`src/tfa_pkg.sv`:
```
// Constants, status words and shared types of the tag file-access command engine.
// Assumes a 100 MHz core clock; every consumer imports the whole package.
package tfa_pkg;
   localparam logic [7:0] CLA_ISO = 8'h00;
   localparam logic [7:0] INS_SELECT = 8'hA4;
   localparam logic [7:0] INS_READ = 8'hB0;
   localparam logic [7:0] INS_UPDATE = 8'hD6;
   localparam logic [7:0] INS_VERIFY = 8'h20;
   localparam logic [7:0] SEL_P1 = 8'h00;
   localparam logic [7:0] SEL_P2 = 8'h0C;
   localparam logic [7:0] SEL_LC = 8'h02;
   localparam logic [15:0] FID_SYSTEM = 16'hE101;
   localparam logic [15:0] FID_NDEF = 16'h0001;
   localparam int FID_BITS = 16;
   localparam logic [7:0] LEN_MIN = 8'h01;
   localparam logic [7:0] LC_MAX_UPD = 8'hF6;
   localparam logic [7:0] LC_NONE = 8'h00;
   localparam logic [7:0] LC_PWD = 8'h10;
   localparam logic [7:0] DATA_CNT_MAX = 8'hFF;
   localparam logic [7:0] ACC_OPEN = 8'h00;
   localparam logic [7:0] ACC_PWD = 8'h80;
   localparam logic [7:0] ACC_LOCK_RD = 8'hFE;
   localparam logic [7:0] ACC_LOCK_WR = 8'hFF;
   localparam logic [15:0] PWD_SEL_READ = 16'h0001;
   localparam logic [15:0] PWD_SEL_WRITE = 16'h0002;
   localparam logic [1:0] RETRY_INIT = 2'h3;
   localparam logic [1:0] RETRY_STEP = 2'h1;
   localparam logic [1:0] RETRY_NONE = 2'h0;
   localparam int PWD_BYTES = 16;
   localparam int PWD_BITS = 128;
   localparam int HDR_BYTES = 5;
   localparam logic [2:0] HDR_CNT_FULL = 3'h5;
   localparam logic [2:0] HDR_CNT_MIN = 3'h4;
   localparam int HDR_CLA = 0;
   localparam int HDR_INS = 1;
   localparam int HDR_P1 = 2;
   localparam int HDR_P2 = 3;
   localparam int HDR_P3 = 4;
   localparam logic [15:0] SW_OK = 16'h9000;
   localparam logic [15:0] SW_PWD_REQ = 16'h6300;
   localparam logic [11:0] SW_PWD_BAD_HI = 12'h63C;
   localparam logic [15:0] SW_UPD_FAIL = 16'h6581;
   localparam logic [15:0] SW_WRONG_LEN = 16'h6700;
   localparam logic [15:0] SW_SECURITY = 16'h6982;
   localparam logic [15:0] SW_REF_UNUSABLE = 16'h6984;
   localparam logic [15:0] SW_BAD_DATA = 16'h6A80;
   localparam logic [15:0] SW_NOT_FOUND = 16'h6A82;
   localparam logic [15:0] SW_OVERFLOW = 16'h6A84;
   localparam logic [15:0] SW_BAD_P1P2 = 16'h6A86;
   localparam logic [15:0] SW_BAD_INS = 16'h6D00;
   localparam logic [15:0] SW_BAD_CLA = 16'h6E00;
   localparam int CLK_PERIOD_NS = 10;
   localparam int WTX_WINDOW_NS = 20000;
   localparam int WTX_CYCLES = WTX_WINDOW_NS / CLK_PERIOD_NS;
   localparam int RSP_FIFO_DEPTH = 32;
   localparam int RSP_FIFO_WIDTH = 9;
   typedef enum logic [1:0] {FILE_NONE, FILE_SYS, FILE_NDEF} tfa_file_type;
endpackage

```
`src/tfa_apdu_engine.sv`:
```
// Command interpreter of a contactless tag: parses command frames, answers with status words.
// Assumes a byte stream from the RF front end on mclk and a byte-wide file memory port.
//
// Overview of operation
// - System select is CLA 00, A4, P1 00, P2 0C, two bytes E101, no Le.
// - System file becomes current only when select answers 90 00.
// - Missing system file gives 6A 82 with no data bytes.
// - Read is B0 with two-byte offset in P1-P2 and length of at least 01.
// - Read succeeds only if offset plus length fits inside the selected file.
// - Successful read returns the fetched bytes followed by 90 00.
// - Forbidden read or update gives 69 82 and moves no data.
// - Update is D6, offset in P1-P2, count 01 to F6, then the data bytes.
// - Update answers status only: 90 00 on success, 65 81 on memory failure.
// - Slow update requests a waiting-time extension before replying.
// - Verify with no data: 90 00 if no password needed, else 63 00.
// - Verify with sixteen data bytes compares against password chosen by P1-P2.
// - Matching password answers 90 00 while tries remain; with none left it answers 69 84.
// - Verify checks the access condition of the last selected NDEF file.
// - A good password grants its access type over the whole NDEF file.
// - Three password tries per session; wrong one answers 63 CX, X tries left.
// - Verify gives 69 84 without NDEF selection or with FF/FE locks.
// - Verify with a bad data length gives 6A 80.
// - Retry nibble in the wrong-password status is only 0, 1 or 2.
// - Unsupported P1 or P2 values give 6A 86.
`timescale 1ns/100ps
module tfa_apdu_engine #(
   parameter int FIFO_DEPTH = tfa_pkg::RSP_FIFO_DEPTH,
   parameter int WTX_LIMIT = tfa_pkg::WTX_CYCLES
) (
   input wire logic mclk,
   input wire logic rst,
   input wire logic sessionStart,
   input wire logic cmdValid,
   input wire logic [7:0] cmdData,
   input wire logic cmdLast,
   output logic cmdReady,
   output logic rspValid,
   output logic [7:0] rspData,
   output logic rspLast,
   input wire logic rspReady,
   output logic memReq,
   output logic memWe,
   output tfa_pkg::tfa_file_type memFile,
   output logic [15:0] memAddr,
   output logic [7:0] memWdata,
   input wire logic [7:0] memRdata,
   input wire logic memAck,
   input wire logic memFail,
   output logic wtxReq,
   input wire logic sysFilePresent,
   input wire logic ndefFilePresent,
   input wire logic [15:0] sysFileLen,
   input wire logic [15:0] ndefFileLen,
   input wire logic [7:0] ndefReadRight,
   input wire logic [7:0] ndefWriteRight,
   input wire logic [tfa_pkg::PWD_BITS-1:0] readPassword,
   input wire logic [tfa_pkg::PWD_BITS-1:0] writePassword,
   output logic [1:0] retriesLeft
);
   import tfa_pkg::*;

   localparam int WTX_W = $clog2(WTX_LIMIT + 1);

   typedef enum logic [2:0] {S_RX, S_WR, S_EXEC, S_RREQ, S_RPUSH, S_SW1, S_SW2} tfa_state_type;

   tfa_state_type state;
   logic [7:0] hdr_r [HDR_BYTES];
   logic [2:0] hdrCnt_r;
   logic [7:0] dataCnt_r;
   logic lastSeen_r;
   logic wrFail_r;
   logic [PWD_BITS-1:0] pwdBuf_r;
   tfa_file_type fileSel_r;
   tfa_file_type memFile_r;
   logic readGrant_r;
   logic writeGrant_r;
   logic [1:0] retries_r;
   logic [15:0] sw_r;
   logic [15:0] memAddr_r;
   logic [7:0] memWdata_r;
   logic [7:0] rdByte_r;
   logic [7:0] rdLeft_r;
   logic [WTX_W-1:0] wtxCnt_r;
   logic wtxReq_r;

   logic [7:0] insB;
   logic [7:0] p3;
   logic [15:0] offset;
   logic [15:0] fileLen;
   logic [15:0] fid;
   logic isSelect;
   logic isRead;
   logic isUpdate;
   logic isVerify;
   logic cmdAccept;
   logic dataPhase;
   logic pwdSelWr;
   logic [7:0] selRight;
   logic pwdMatch;
   logic [15:0] updPreSw;
   logic [15:0] exSw;
   logic fifoInValid;
   logic fifoInReady;
   logic [7:0] fifoInByte;
   logic frameDone;

   // Status for an access given the current file and grants
   function automatic logic [15:0] accessSw(input tfa_file_type f, input logic wr);
      logic [7:0] right;
      logic grant;
      right = wr ? ndefWriteRight : ndefReadRight;
      grant = wr ? writeGrant_r : readGrant_r;
      if (f == FILE_NONE) begin
         accessSw = SW_NOT_FOUND;
      end else if (f == FILE_SYS) begin
         accessSw = wr ? SW_SECURITY : SW_OK;
      end else if (right == ACC_OPEN || (right == ACC_PWD && grant)) begin
         accessSw = SW_OK;
      end else begin
         accessSw = SW_SECURITY;
      end
   endfunction

   function automatic logic fitsFile(input logic [15:0] off, input logic [7:0] n, input logic [15:0] len);
      fitsFile = ({1'b0, off} + {9'h000, n}) <= {1'b0, len};
   endfunction

   assign insB = hdr_r[HDR_INS];
   assign p3 = hdr_r[HDR_P3];
   assign offset = {hdr_r[HDR_P1], hdr_r[HDR_P2]};
   assign fileLen = (fileSel_r == FILE_SYS) ? sysFileLen : ndefFileLen;
   assign fid = pwdBuf_r[FID_BITS-1:0];
   assign isSelect = (insB == INS_SELECT);
   assign isRead = (insB == INS_READ);
   assign isUpdate = (insB == INS_UPDATE);
   assign isVerify = (insB == INS_VERIFY);
   assign cmdReady = (state == S_RX);
   assign cmdAccept = cmdReady && cmdValid;
   assign dataPhase = (hdrCnt_r == HDR_CNT_FULL);
   assign pwdSelWr = (offset == PWD_SEL_WRITE);
   assign selRight = pwdSelWr ? ndefWriteRight : ndefReadRight;
   assign frameDone = (state == S_SW2) && fifoInReady;

   tfa_pwd_match #(
      .BYTES(PWD_BYTES)
   ) u_match (
      .rxPwd(pwdBuf_r),
      .refPwd(pwdSelWr ? writePassword : readPassword),
      .match(pwdMatch)
   );

   // Update checks made before the first data byte, so no byte lands outside rights or file
   always_comb begin
      updPreSw = accessSw(fileSel_r, 1'b1);
      if (updPreSw == SW_OK) begin
         if (p3 < LEN_MIN || p3 > LC_MAX_UPD) begin
            updPreSw = SW_WRONG_LEN;
         end else if (!fitsFile(offset, p3, fileLen)) begin
            updPreSw = SW_OVERFLOW;
         end
      end
   end

   always_comb begin
      exSw = SW_OK;
      if (hdrCnt_r < HDR_CNT_MIN) begin
         exSw = SW_WRONG_LEN;
      end else if (hdr_r[HDR_CLA] != CLA_ISO) begin
         exSw = SW_BAD_CLA;
      end else begin
         unique case (insB)
            INS_SELECT: begin
               if (hdr_r[HDR_P1] != SEL_P1 || hdr_r[HDR_P2] != SEL_P2) begin
                  exSw = SW_BAD_P1P2;
               end else if (p3 != SEL_LC || dataCnt_r != SEL_LC) begin
                  exSw = SW_WRONG_LEN;
               end else if (fid == FID_SYSTEM && sysFilePresent) begin
                  exSw = SW_OK;
               end else if (fid == FID_NDEF && ndefFilePresent) begin
                  exSw = SW_OK;
               end else begin
                  exSw = SW_NOT_FOUND;
               end
            end
            INS_READ: begin
               exSw = accessSw(fileSel_r, 1'b0);
               if (exSw == SW_OK && (!dataPhase || p3 < LEN_MIN || dataCnt_r != LC_NONE)) begin
                  exSw = SW_WRONG_LEN;
               end else if (exSw == SW_OK && !fitsFile(offset, p3, fileLen)) begin
                  exSw = SW_WRONG_LEN;
               end
            end
            INS_UPDATE: begin
               exSw = updPreSw;
               if (exSw == SW_OK && dataCnt_r != p3) begin
                  exSw = SW_WRONG_LEN;
               end else if (exSw == SW_OK && wrFail_r) begin
                  exSw = SW_UPD_FAIL;
               end
            end
            INS_VERIFY: begin
               if (fileSel_r != FILE_NDEF || ndefWriteRight == ACC_LOCK_WR || ndefReadRight == ACC_LOCK_RD) begin
                  exSw = SW_REF_UNUSABLE;
               end else if (offset != PWD_SEL_READ && !pwdSelWr) begin
                  exSw = SW_BAD_P1P2;
               end else if (p3 == LC_NONE) begin
                  exSw = (selRight == ACC_OPEN) ? SW_OK : SW_PWD_REQ;
               end else if (p3 != LC_PWD || dataCnt_r != LC_PWD) begin
                  exSw = SW_BAD_DATA;
               end else if (retries_r == RETRY_NONE) begin
                  exSw = SW_REF_UNUSABLE;
               end else if (pwdMatch) begin
                  exSw = SW_OK;
               end else begin
                  exSw = {SW_PWD_BAD_HI, 2'h0, retries_r - RETRY_STEP};
               end
            end
            default: begin
               exSw = SW_BAD_INS;
            end
         endcase
      end
   end

   always_ff @(posedge mclk) begin
      if (rst) begin
         state <= S_RX;
      end else begin
         unique case (state)
            S_RX: begin
               if (cmdValid) begin
                  if (dataPhase && isUpdate && updPreSw == SW_OK && dataCnt_r < p3) begin
                     state <= S_WR;
                  end else if (cmdLast) begin
                     state <= S_EXEC;
                  end
               end
            end
            S_WR: begin
               if (memAck) begin
                  state <= lastSeen_r ? S_EXEC : S_RX;
               end
            end
            S_EXEC: begin
               state <= (isRead && exSw == SW_OK) ? S_RREQ : S_SW1;
            end
            S_RREQ: begin
               if (memAck) begin
                  state <= S_RPUSH;
               end
            end
            S_RPUSH: begin
               if (fifoInReady) begin
                  state <= (rdLeft_r == LEN_MIN) ? S_SW1 : S_RREQ;
               end
            end
            S_SW1: begin
               if (fifoInReady) begin
                  state <= S_SW2;
               end
            end
            S_SW2: begin
               if (fifoInReady) begin
                  state <= S_RX;
               end
            end
         endcase
      end
   end

   // Frame capture; header bytes clear at frame end so a 4-byte verify reads as no data
   always_ff @(posedge mclk) begin
      if (rst || frameDone) begin
         for (int i = 0; i < HDR_BYTES; i++) begin
            hdr_r[i] <= 8'h00;
         end
         hdrCnt_r <= 3'h0;
         dataCnt_r <= 8'h00;
         lastSeen_r <= 1'b0;
         pwdBuf_r <= '0;
      end else if (cmdAccept) begin
         lastSeen_r <= cmdLast;
         if (!dataPhase) begin
            hdr_r[hdrCnt_r] <= cmdData;
            hdrCnt_r <= hdrCnt_r + 3'h1;
         end else begin
            if (dataCnt_r != DATA_CNT_MAX) begin
               dataCnt_r <= dataCnt_r + 8'h01;
            end
            pwdBuf_r <= {pwdBuf_r[PWD_BITS-9:0], cmdData};
         end
      end
   end

   always_ff @(posedge mclk) begin
      if (rst) begin
         memAddr_r <= 16'h0000;
         memWdata_r <= 8'h00;
         memFile_r <= FILE_NONE;
         rdLeft_r <= 8'h00;
         rdByte_r <= 8'h00;
      end else if (cmdAccept && dataPhase && isUpdate && updPreSw == SW_OK && dataCnt_r < p3) begin
         memAddr_r <= offset + {8'h00, dataCnt_r};
         memWdata_r <= cmdData;
         memFile_r <= fileSel_r;
      end else if (state == S_EXEC && isRead && exSw == SW_OK) begin
         memAddr_r <= offset;
         rdLeft_r <= p3;
         memFile_r <= fileSel_r;
      end else if (state == S_RREQ && memAck) begin
         rdByte_r <= memRdata;
      end else if (state == S_RPUSH && fifoInReady) begin
         memAddr_r <= memAddr_r + 16'h0001;
         rdLeft_r <= rdLeft_r - LEN_MIN;
      end
   end

   always_ff @(posedge mclk) begin
      if (rst || frameDone) begin
         wrFail_r <= 1'b0;
      end else if (state == S_WR && memAck && memFail) begin
         wrFail_r <= 1'b1;
      end
   end

   // Session state: selection, grants and retry budget
   always_ff @(posedge mclk) begin
      if (rst || sessionStart) begin
         fileSel_r <= FILE_NONE;
         readGrant_r <= 1'b0;
         writeGrant_r <= 1'b0;
         retries_r <= RETRY_INIT;
      end else if (state == S_EXEC) begin
         if (isSelect && exSw == SW_OK) begin
            fileSel_r <= (fid == FID_SYSTEM) ? FILE_SYS : FILE_NDEF;
         end
         if (isVerify && p3 == LC_PWD && exSw == SW_OK) begin
            readGrant_r <= readGrant_r || !pwdSelWr;
            writeGrant_r <= writeGrant_r || pwdSelWr;
         end
         if (isVerify && exSw[15:4] == SW_PWD_BAD_HI) begin
            retries_r <= retries_r - RETRY_STEP;
         end
      end
   end

   always_ff @(posedge mclk) begin
      if (rst) begin
         sw_r <= SW_OK;
      end else if (state == S_EXEC) begin
         sw_r <= exSw;
      end
   end

   // Extension request repeats each window while a write is still outstanding
   always_ff @(posedge mclk) begin
      if (rst || frameDone) begin
         wtxCnt_r <= '0;
         wtxReq_r <= 1'b0;
      end else begin
         wtxReq_r <= 1'b0;
         if (state == S_WR) begin
            if (wtxCnt_r == WTX_W'(WTX_LIMIT - 1)) begin
               wtxCnt_r <= '0;
               wtxReq_r <= 1'b1;
            end else begin
               wtxCnt_r <= wtxCnt_r + 1'b1;
            end
         end
      end
   end

   assign fifoInValid = (state == S_RPUSH) || (state == S_SW1) || (state == S_SW2);
   assign fifoInByte = (state == S_RPUSH) ? rdByte_r : ((state == S_SW1) ? sw_r[15:8] : sw_r[7:0]);

   tfa_byte_fifo #(
      .WIDTH(RSP_FIFO_WIDTH),
      .DEPTH(FIFO_DEPTH)
   ) u_fifo (
      .mclk(mclk),
      .rst(rst),
      .inValid(fifoInValid),
      .inData({state == S_SW2, fifoInByte}),
      .inReady(fifoInReady),
      .outValid(rspValid),
      .outData({rspLast, rspData}),
      .outReady(rspReady)
   );

   assign memReq = (state == S_WR) || (state == S_RREQ);
   assign memWe = (state == S_WR);
   assign memFile = memFile_r;
   assign memAddr = memAddr_r;
   assign memWdata = memWdata_r;
   assign wtxReq = wtxReq_r;
   assign retriesLeft = retries_r;

   a_sys_select_marks: assert property (@(posedge mclk) disable iff (rst)
      (state == S_EXEC && isSelect && exSw == SW_OK && fid == FID_SYSTEM && !sessionStart)
      |=> fileSel_r == FILE_SYS) else $error("system file not current after good select");
   a_notfound_no_data: assert property (@(posedge mclk) disable iff (rst)
      (state == S_EXEC && exSw == SW_NOT_FOUND) |=> state == S_SW1 ##0 sw_r == SW_NOT_FOUND)
      else $error("not-found answer carried data");
   a_read_fits_file: assert property (@(posedge mclk) disable iff (rst)
      (state == S_EXEC && isRead && exSw == SW_OK) |-> fitsFile(offset, p3, fileLen))
      else $error("read accepted beyond file end");
   a_read_fetch_byte: assert property (@(posedge mclk) disable iff (rst)
      (state == S_RREQ && memAck) |=> state == S_RPUSH && rdByte_r == $past(memRdata))
      else $error("read byte not taken from memory");
   a_denied_no_data: assert property (@(posedge mclk) disable iff (rst)
      (state == S_EXEC && exSw == SW_SECURITY) |=> state == S_SW1 && !memReq)
      else $error("denied access moved data");
   a_update_fail_word: assert property (@(posedge mclk) disable iff (rst)
      (state == S_EXEC && isUpdate && exSw == SW_OK) |-> !wrFail_r && dataCnt_r == p3)
      else $error("update reported success after failed write");
   a_wtx_in_write: assert property (@(posedge mclk) disable iff (rst)
      wtxReq_r |-> $past(state == S_WR) ##1 !wtxReq_r) else $error("extension outside a write");
   a_retry_decrement: assert property (@(posedge mclk) disable iff (rst || sessionStart)
      (state == S_EXEC && isVerify && exSw[15:4] == SW_PWD_BAD_HI)
      |=> retries_r == $past(retries_r) - RETRY_STEP && sw_r[3:0] == {2'h0, retries_r})
      else $error("retry count not reported or consumed");
   a_retry_nibble: assert property (@(posedge mclk) disable iff (rst)
      (sw_r[15:4] == SW_PWD_BAD_HI) |-> sw_r[3:0] < {2'h0, RETRY_INIT}) else $error("retry nibble above two");
   a_verify_needs_ndef: assert property (@(posedge mclk) disable iff (rst)
      (state == S_EXEC && isVerify && hdrCnt_r >= HDR_CNT_MIN && hdr_r[HDR_CLA] == CLA_ISO
       && fileSel_r != FILE_NDEF) |-> exSw == SW_REF_UNUSABLE)
      else $error("verify answered without NDEF selection");
   a_session_clears: assert property (@(posedge mclk) disable iff (rst)
      sessionStart |=> retries_r == RETRY_INIT && !readGrant_r && !writeGrant_r && fileSel_r == FILE_NONE)
      else $error("session start left grants");
   a_grant_full_match: assert property (@(posedge mclk) disable iff (rst)
      (state == S_EXEC && isVerify && p3 == LC_PWD && exSw == SW_OK)
      |-> pwdBuf_r == (pwdSelWr ? writePassword : readPassword)) else $error("grant on partial match");
endmodule

```
`src/tfa_byte_fifo.sv`:
```
// Response FIFO: flop array with wrap-bit pointers.
// Assumes a single clock; the reader may stall as long as it likes.
`timescale 1ns/100ps
module tfa_byte_fifo #(
   parameter int WIDTH = 9,
   parameter int DEPTH = 32
) (
   input wire logic mclk,
   input wire logic rst,
   input wire logic inValid,
   input wire logic [WIDTH-1:0] inData,
   output logic inReady,
   output logic outValid,
   output logic [WIDTH-1:0] outData,
   input wire logic outReady
);
   localparam int AW = $clog2(DEPTH);
   logic [WIDTH-1:0] mem_r [DEPTH];
   logic [AW:0] wrPtr_r;
   logic [AW:0] rdPtr_r;
   logic full;
   logic empty;

   assign full = (wrPtr_r[AW] != rdPtr_r[AW]) && (wrPtr_r[AW-1:0] == rdPtr_r[AW-1:0]);
   assign empty = (wrPtr_r == rdPtr_r);
   assign inReady = !full;
   assign outValid = !empty;
   assign outData = mem_r[rdPtr_r[AW-1:0]];

   always_ff @(posedge mclk) begin
      if (inValid && !full) begin
         mem_r[wrPtr_r[AW-1:0]] <= inData;
      end
   end

   always_ff @(posedge mclk) begin
      if (rst) begin
         wrPtr_r <= '0;
         rdPtr_r <= '0;
      end else begin
         if (inValid && !full) begin
            wrPtr_r <= wrPtr_r + 1'b1;
         end
         if (outReady && !empty) begin
            rdPtr_r <= rdPtr_r + 1'b1;
         end
      end
   end
endmodule

```
`src/tfa_pwd_match.sv`:
```
// Byte-wise comparison of a received password against a stored one.
// Purely combinational; the caller registers the verdict.
`timescale 1ns/100ps
module tfa_pwd_match #(
   parameter int BYTES = 16
) (
   input wire logic [BYTES*8-1:0] rxPwd,
   input wire logic [BYTES*8-1:0] refPwd,
   output logic match
);
   logic [BYTES-1:0] byteEq;

   // Every byte is judged; no early exit leaks which byte differed
   for (genvar i = 0; i < BYTES; i++) begin : g_byte
      assign byteEq[i] = (rxPwd[i*8 +: 8] == refPwd[i*8 +: 8]);
   end
   assign match = &byteEq;
endmodule

```
`config.mk`:
```
export PLATFORM = sky130hd
export DESIGN_NAME = tfa_apdu_engine
export DESIGN_NICKNAME = d
export VERILOG_FILES = /design/src/tfa_pkg.sv /design/src/tfa_apdu_engine.sv /design/src/tfa_byte_fifo.sv /design/src/tfa_pwd_match.sv
export SDC_FILE = /design/constraint.sdc
export NUM_CORES = 1
export LEC_CHECK = 0
export BUFFER_PORTS_ARGS = -buffer_cell sky130_fd_sc_hd__buf_4
export CORE_MARGIN = 4
export CORE_UTILIZATION = 40
export CTS_CLUSTER_SIZE = 40
export DETAILED_ROUTE_END_ITERATION = 10
export GPL_ROUTABILITY_DRIVEN = 0
export GPL_TIMING_DRIVEN = 0
export SYNTH_ARGS = -nofsm -noshare
export SYNTH_HDL_FRONTEND = slang
export SYNTH_HIERARCHICAL = 1
export SYNTH_SLANG_ARGS = --single-unit
```
`constraint.sdc`:
```
create_clock -name mclk -period 4.7 [get_ports mclk]
set_input_delay 0.705 -clock mclk [delete_from_list [all_inputs] [get_ports mclk]]
set_output_delay 0.705 -clock mclk [all_outputs]
set_load 0.01 [all_outputs]
```
==> flow_metrics.py <==
metrics = {
    "placement": {
        "io_buffers": 371,
        "dp.final_hpwl_microns": 69900,
        "pre_cts_ws_ns": -1.63,
    },
    "sta": {
        "fmax_mhz": 216,
        "finalCriticalPeriod_ns": 4.62,
        "max_slew.worst_pin.slew_ns": 1.05,
        "report.final.hold_viol_count": 0,
        "fin_hold_ws_ns": 0.373,
        "period_share_pct": 98.4,
        "fin_skew_ns": 0.0175,
        "drv_slew": 0,
        "fin_ws_ns": 0.0772,
        "slew-limit-headroom_pct": 29.5,
        "rsz0062_at_grt": "yes",
        "setup_violations": 0,
    },
    "power": {
        "power.share.clock_pct": 39.8,
        "irDropWorstVdd_uv": 254,
        "p_leak_uw": 0.0120,
        "power_per_cell_area_nw_per_um2": 333,
        "combPwrFrac_pct": 13.3,
        "p_int_uw": 8580,
        "p_switching_uw": 2920,
        "seq_power_share_pct": 46.9,
        "swShare_pct": 25.4,
    },
    "clocking": {
        "holdBufCountCts": 0,
        "root_buffer": "clkbuf_16",
        "clk_transition_reported_paths_ns": 0.06,
        "cts.sinks": 560,
        "clock_latency_ns": 0.61,
        "cts_tree": "yes",
        "numCtsBuffers": 57,
        "cts_buffer_depth": 3,
        "htree_levels": 2,
    },
    "drt": {
        "routedWlPerCell_microns": 21.9,
        "ant_nets": 0,
        "dr.pass1.iters": 6,
        "drc_errors": 0,
        "wl_met3_microns": 7160,
        "routed_wl_microns": 91400,
        "met1_length_microns": 37900,
        "vias": 22828,
        "first_iter_violations": 2227,
        "met2_length_microns": 43900,
        "viasPerCell": 5.48,
        "highest_layer": "met4",
    },
    "cells_and_area": {
        "antenna_cells": 0,
        "area_growth_syn_to_layout_pct": 24.1,
        "nNetsFinal": 3572,
        "finish.utilization_pct": 50.2,
        "layout-drive-gt1-share_pct": 22.9,
        "fillers": 6259,
    },
    "setup_path": {
        "worstPathCellList": "clkbuf_4 > nor4_4 > nand4_1 > nor3_4 > buf_12 > clkbuf_8 > clkbuf_4 > nand2_1 > nand2_1 > xnor2_1 > nand4_1 > nor4_2 > nand4_1 > nor2_4 > nand2b_1 > o32a_1 > o21ai_2 > nand3_2 > or3_1 > o21ai_1",
        "crit_required_ns": 5.25,
        "arrival_ns": 5.17,
        "path_max_fanout": 10,
        "cp-start-kind": "flip-flop",
        "critical_path_class": "reg2reg",
        "worst_path_max_delay_cell": "or3_1",
        "crit_path_end_kind": "flip-flop",
        "cp_slowest_stage_delay_ns": 0.42,
        "crit_top_cell": "nand4_1",
    },
    "synthesis": {
        "ys.flop_type": "edfxtp_1",
        "synth_area_sq_um": 27800,
        "syn_avg_cell_area_sq_um": 10.2,
        "async_reset_ff_share_pct": 0,
        "synthCells": 2720,
        "synth_edf_count": 328,
        "synth_fp_nets": 3107,
        "ys_seq_area_share_pct": 52.1,
        "ys_warn_count": 6,
        "synth.distinct_cells": 85,
        "ys_ff_latch": 560,
    },
    "grt": {
        "antenna_found_initial": 0,
        "grt_max_degree": 27,
        "grt_overflow": 0,
        "track_usage_pct": 23.8,
        "grt_pass1_vias": 22445,
        "grt_pass1_wl_microns": 136000,
    },
    "die": {
        "core_area_sq_um": 68700,
        "die_area_sq_um": 73800,
        "start_util_pct": 40.5,
        "die_x_microns": 272,
        "num_rows": 96,
        "io_pins": 372,
        "dieHeight_microns": 272,
    },
    "run_status": {
        "status": "finished, final reports clean",
    },
    "run": {
        "cap_violations": 0,
    },
    "hold_path": {
        "hold_path.class": "in2reg",
    },
}
==> worst paths after layout <==
| path | startpoint | to | slack, ns | cells after the start |
|---|---|---|---|---|
| worst min register to register | readGrant_r | readGrant_r | 0.45 | 2 |
| worst max-delay path | hdr_r[2][1] | readGrant_r | 0.08 | 20 |
| worst max register to register | hdr_r[2][1] | readGrant_r | 0.08 | 20 |
| worst min-delay path | cmdLast | lastSeen_r | 0.37 | 3 |
==> state kept, by name, summed over array words and instances, names as in the netlist, 2 cells and up, named ones only <==
register,flops
fileSel_r,2
state,3
hdrCnt_r,3
retriesLeft,2
rdByte_r,8
rdLeft_r,8
u_fifo/mem_r,288
memFile,2
hdr_r,40
dataCnt_r,8
wtxCnt_r,11
pwdBuf_r,128
memWdata,8
sw_r,11
memAddr,16
u_fifo/rdPtr_r,6
u_fifo/wrPtr_r,6
==> final cells by class <==
cell class                      instances  area [sq um]  area share (%)
Buffer                                138           686            1.99
Tap cell                              931          1160            3.38
Inverter                               33           124           0.359
Sequential cell                       560         14500            42.0
Clock inverter                         26           249           0.722
Timing Repair Buffer                  410          3180            9.22
Clock buffer                           81          1660            4.81
Multi-Input combinational cell       1985         12900            37.5
==> stage by stage <==
stage	cells	instance area, sq um	TNS (ns)	total power [uW]
3_3_place_gp	4022	31800	-78.20	6900
3_5_place_dp	4031	31900	-23.74	6940
5_1_grt	4164	34500	-0.207	11900
6_report	4164	34500	0	11500
2_1_floorplan	2720	27800	0	6290
4_1_cts	4154	34200	0	11500
==> layout by cell type, fill, tap and decap left out, types with 8 or more instances in the layout <==
| master | n |
|---|---|
| dfxtp_1 | 232 |
| nor2b_1 | 10 |
| inv_1 | 32 |
| or3_1 | 13 |
| nand4_1 | 67 |
| nand2_1 | 765 |
| edfxtp_1 | 328 |
| a21oi_1 | 193 |
| clkbuf_1 | 100 |
| nand3_1 | 34 |
| buf_8 | 8 |
| clkinv_2 | 11 |
| or2_2 | 13 |
| nor2_1 | 147 |
| buf_1 | 8 |
| o21a_1 | 8 |
| a211oi_1 | 21 |
| clkbuf_8 | 10 |
| nor4_2 | 8 |
| o211ai_1 | 10 |
| mux2i_1 | 29 |
| o21ai_0 | 38 |
| xnor2_1 | 164 |
| mux2_2 | 14 |
| clkbuf_4 | 8 |
| and2_1 | 38 |
| mux4_2 | 90 |
| nor3_1 | 36 |
| buf_4 | 411 |
| nor4_1 | 16 |
| ha_1 | 55 |
| a31oi_1 | 10 |
| xor2_1 | 29 |
| and3_1 | 19 |
| buf_2 | 10 |
| clkbuf_16 | 60 |
==> metal layers <==
metal	GRT usage [%]	up-vias
li1	-	10560
met1	32.6	11120
met2	40.0	994
met3	3.98	154
met4	5.42	0
met5	0	-
==> worst max-delay path, delay by kind of cell (launching register included) <==
family	cells	cell delay, ns
xor+xnor	1	0.17
buf+inv	4	0.79
flops	1	0.39
simple gates	12	2.56
compound gates	3	0.65
==> cell families after synthesis <==
family / count (synthesis) / synth area share, %
AOI/OAI and AO/OA: 350 / 7.46
xor gates and xnor gates: 197 / 6.21
adders and majority gates: 57 / 2.62
buffers and inverters: 175 / 2.61
DFF: 560 / 52.1
muxes: 133 / 8.90
and+or+nand+nor: 1248 / 20.1
==> power by group through the flow <==
| stage | combinational [uW] | clock (uW) | sequential, uW |
|---|---|---|---|
| final | 1530 | 4580 | 5390 |
| after global routing | 1660 | 4870 | 5400 |
| after CTS | 1490 | 4660 | 5380 |
| after detailed placement | 1450 | 0 | 5500 |
| after global placement | 1410 | 0 | 5490 |
| after floorplan | 829 | 0 | 5460 |
==> Yosys cell counts (all sizes together), types with 15 or more instances <==
library cell  count  share of area (%)
nand4            67                1.5
clkbuf          111                1.5
mux4             90                7.3
xnor2           168                5.3
nand2           768                 10
ha               55                2.5
edfxtp          328                 35
buf              31               0.67
nand3            37               0.68
a21oi           195                3.5
nor4             31               0.86
a211oi           25               0.71
and2             39               0.88
o21ai            48               0.86
and3             19               0.43
nor3             43               0.83
xor2             29               0.91
inv              32               0.43
dfxtp           232                 17
or2              15               0.34
mux2i            29                1.0
nor2            155                2.1
==> what timing repair did <==
action	4_1_cts	5_1_grt
setup buffers	17	12
cloned	0	1
resized for setup	44	80
pin swaps	11	27
setup endpoints to repair	50	47
No activity file was read; power rests on OpenSTA's default activity.
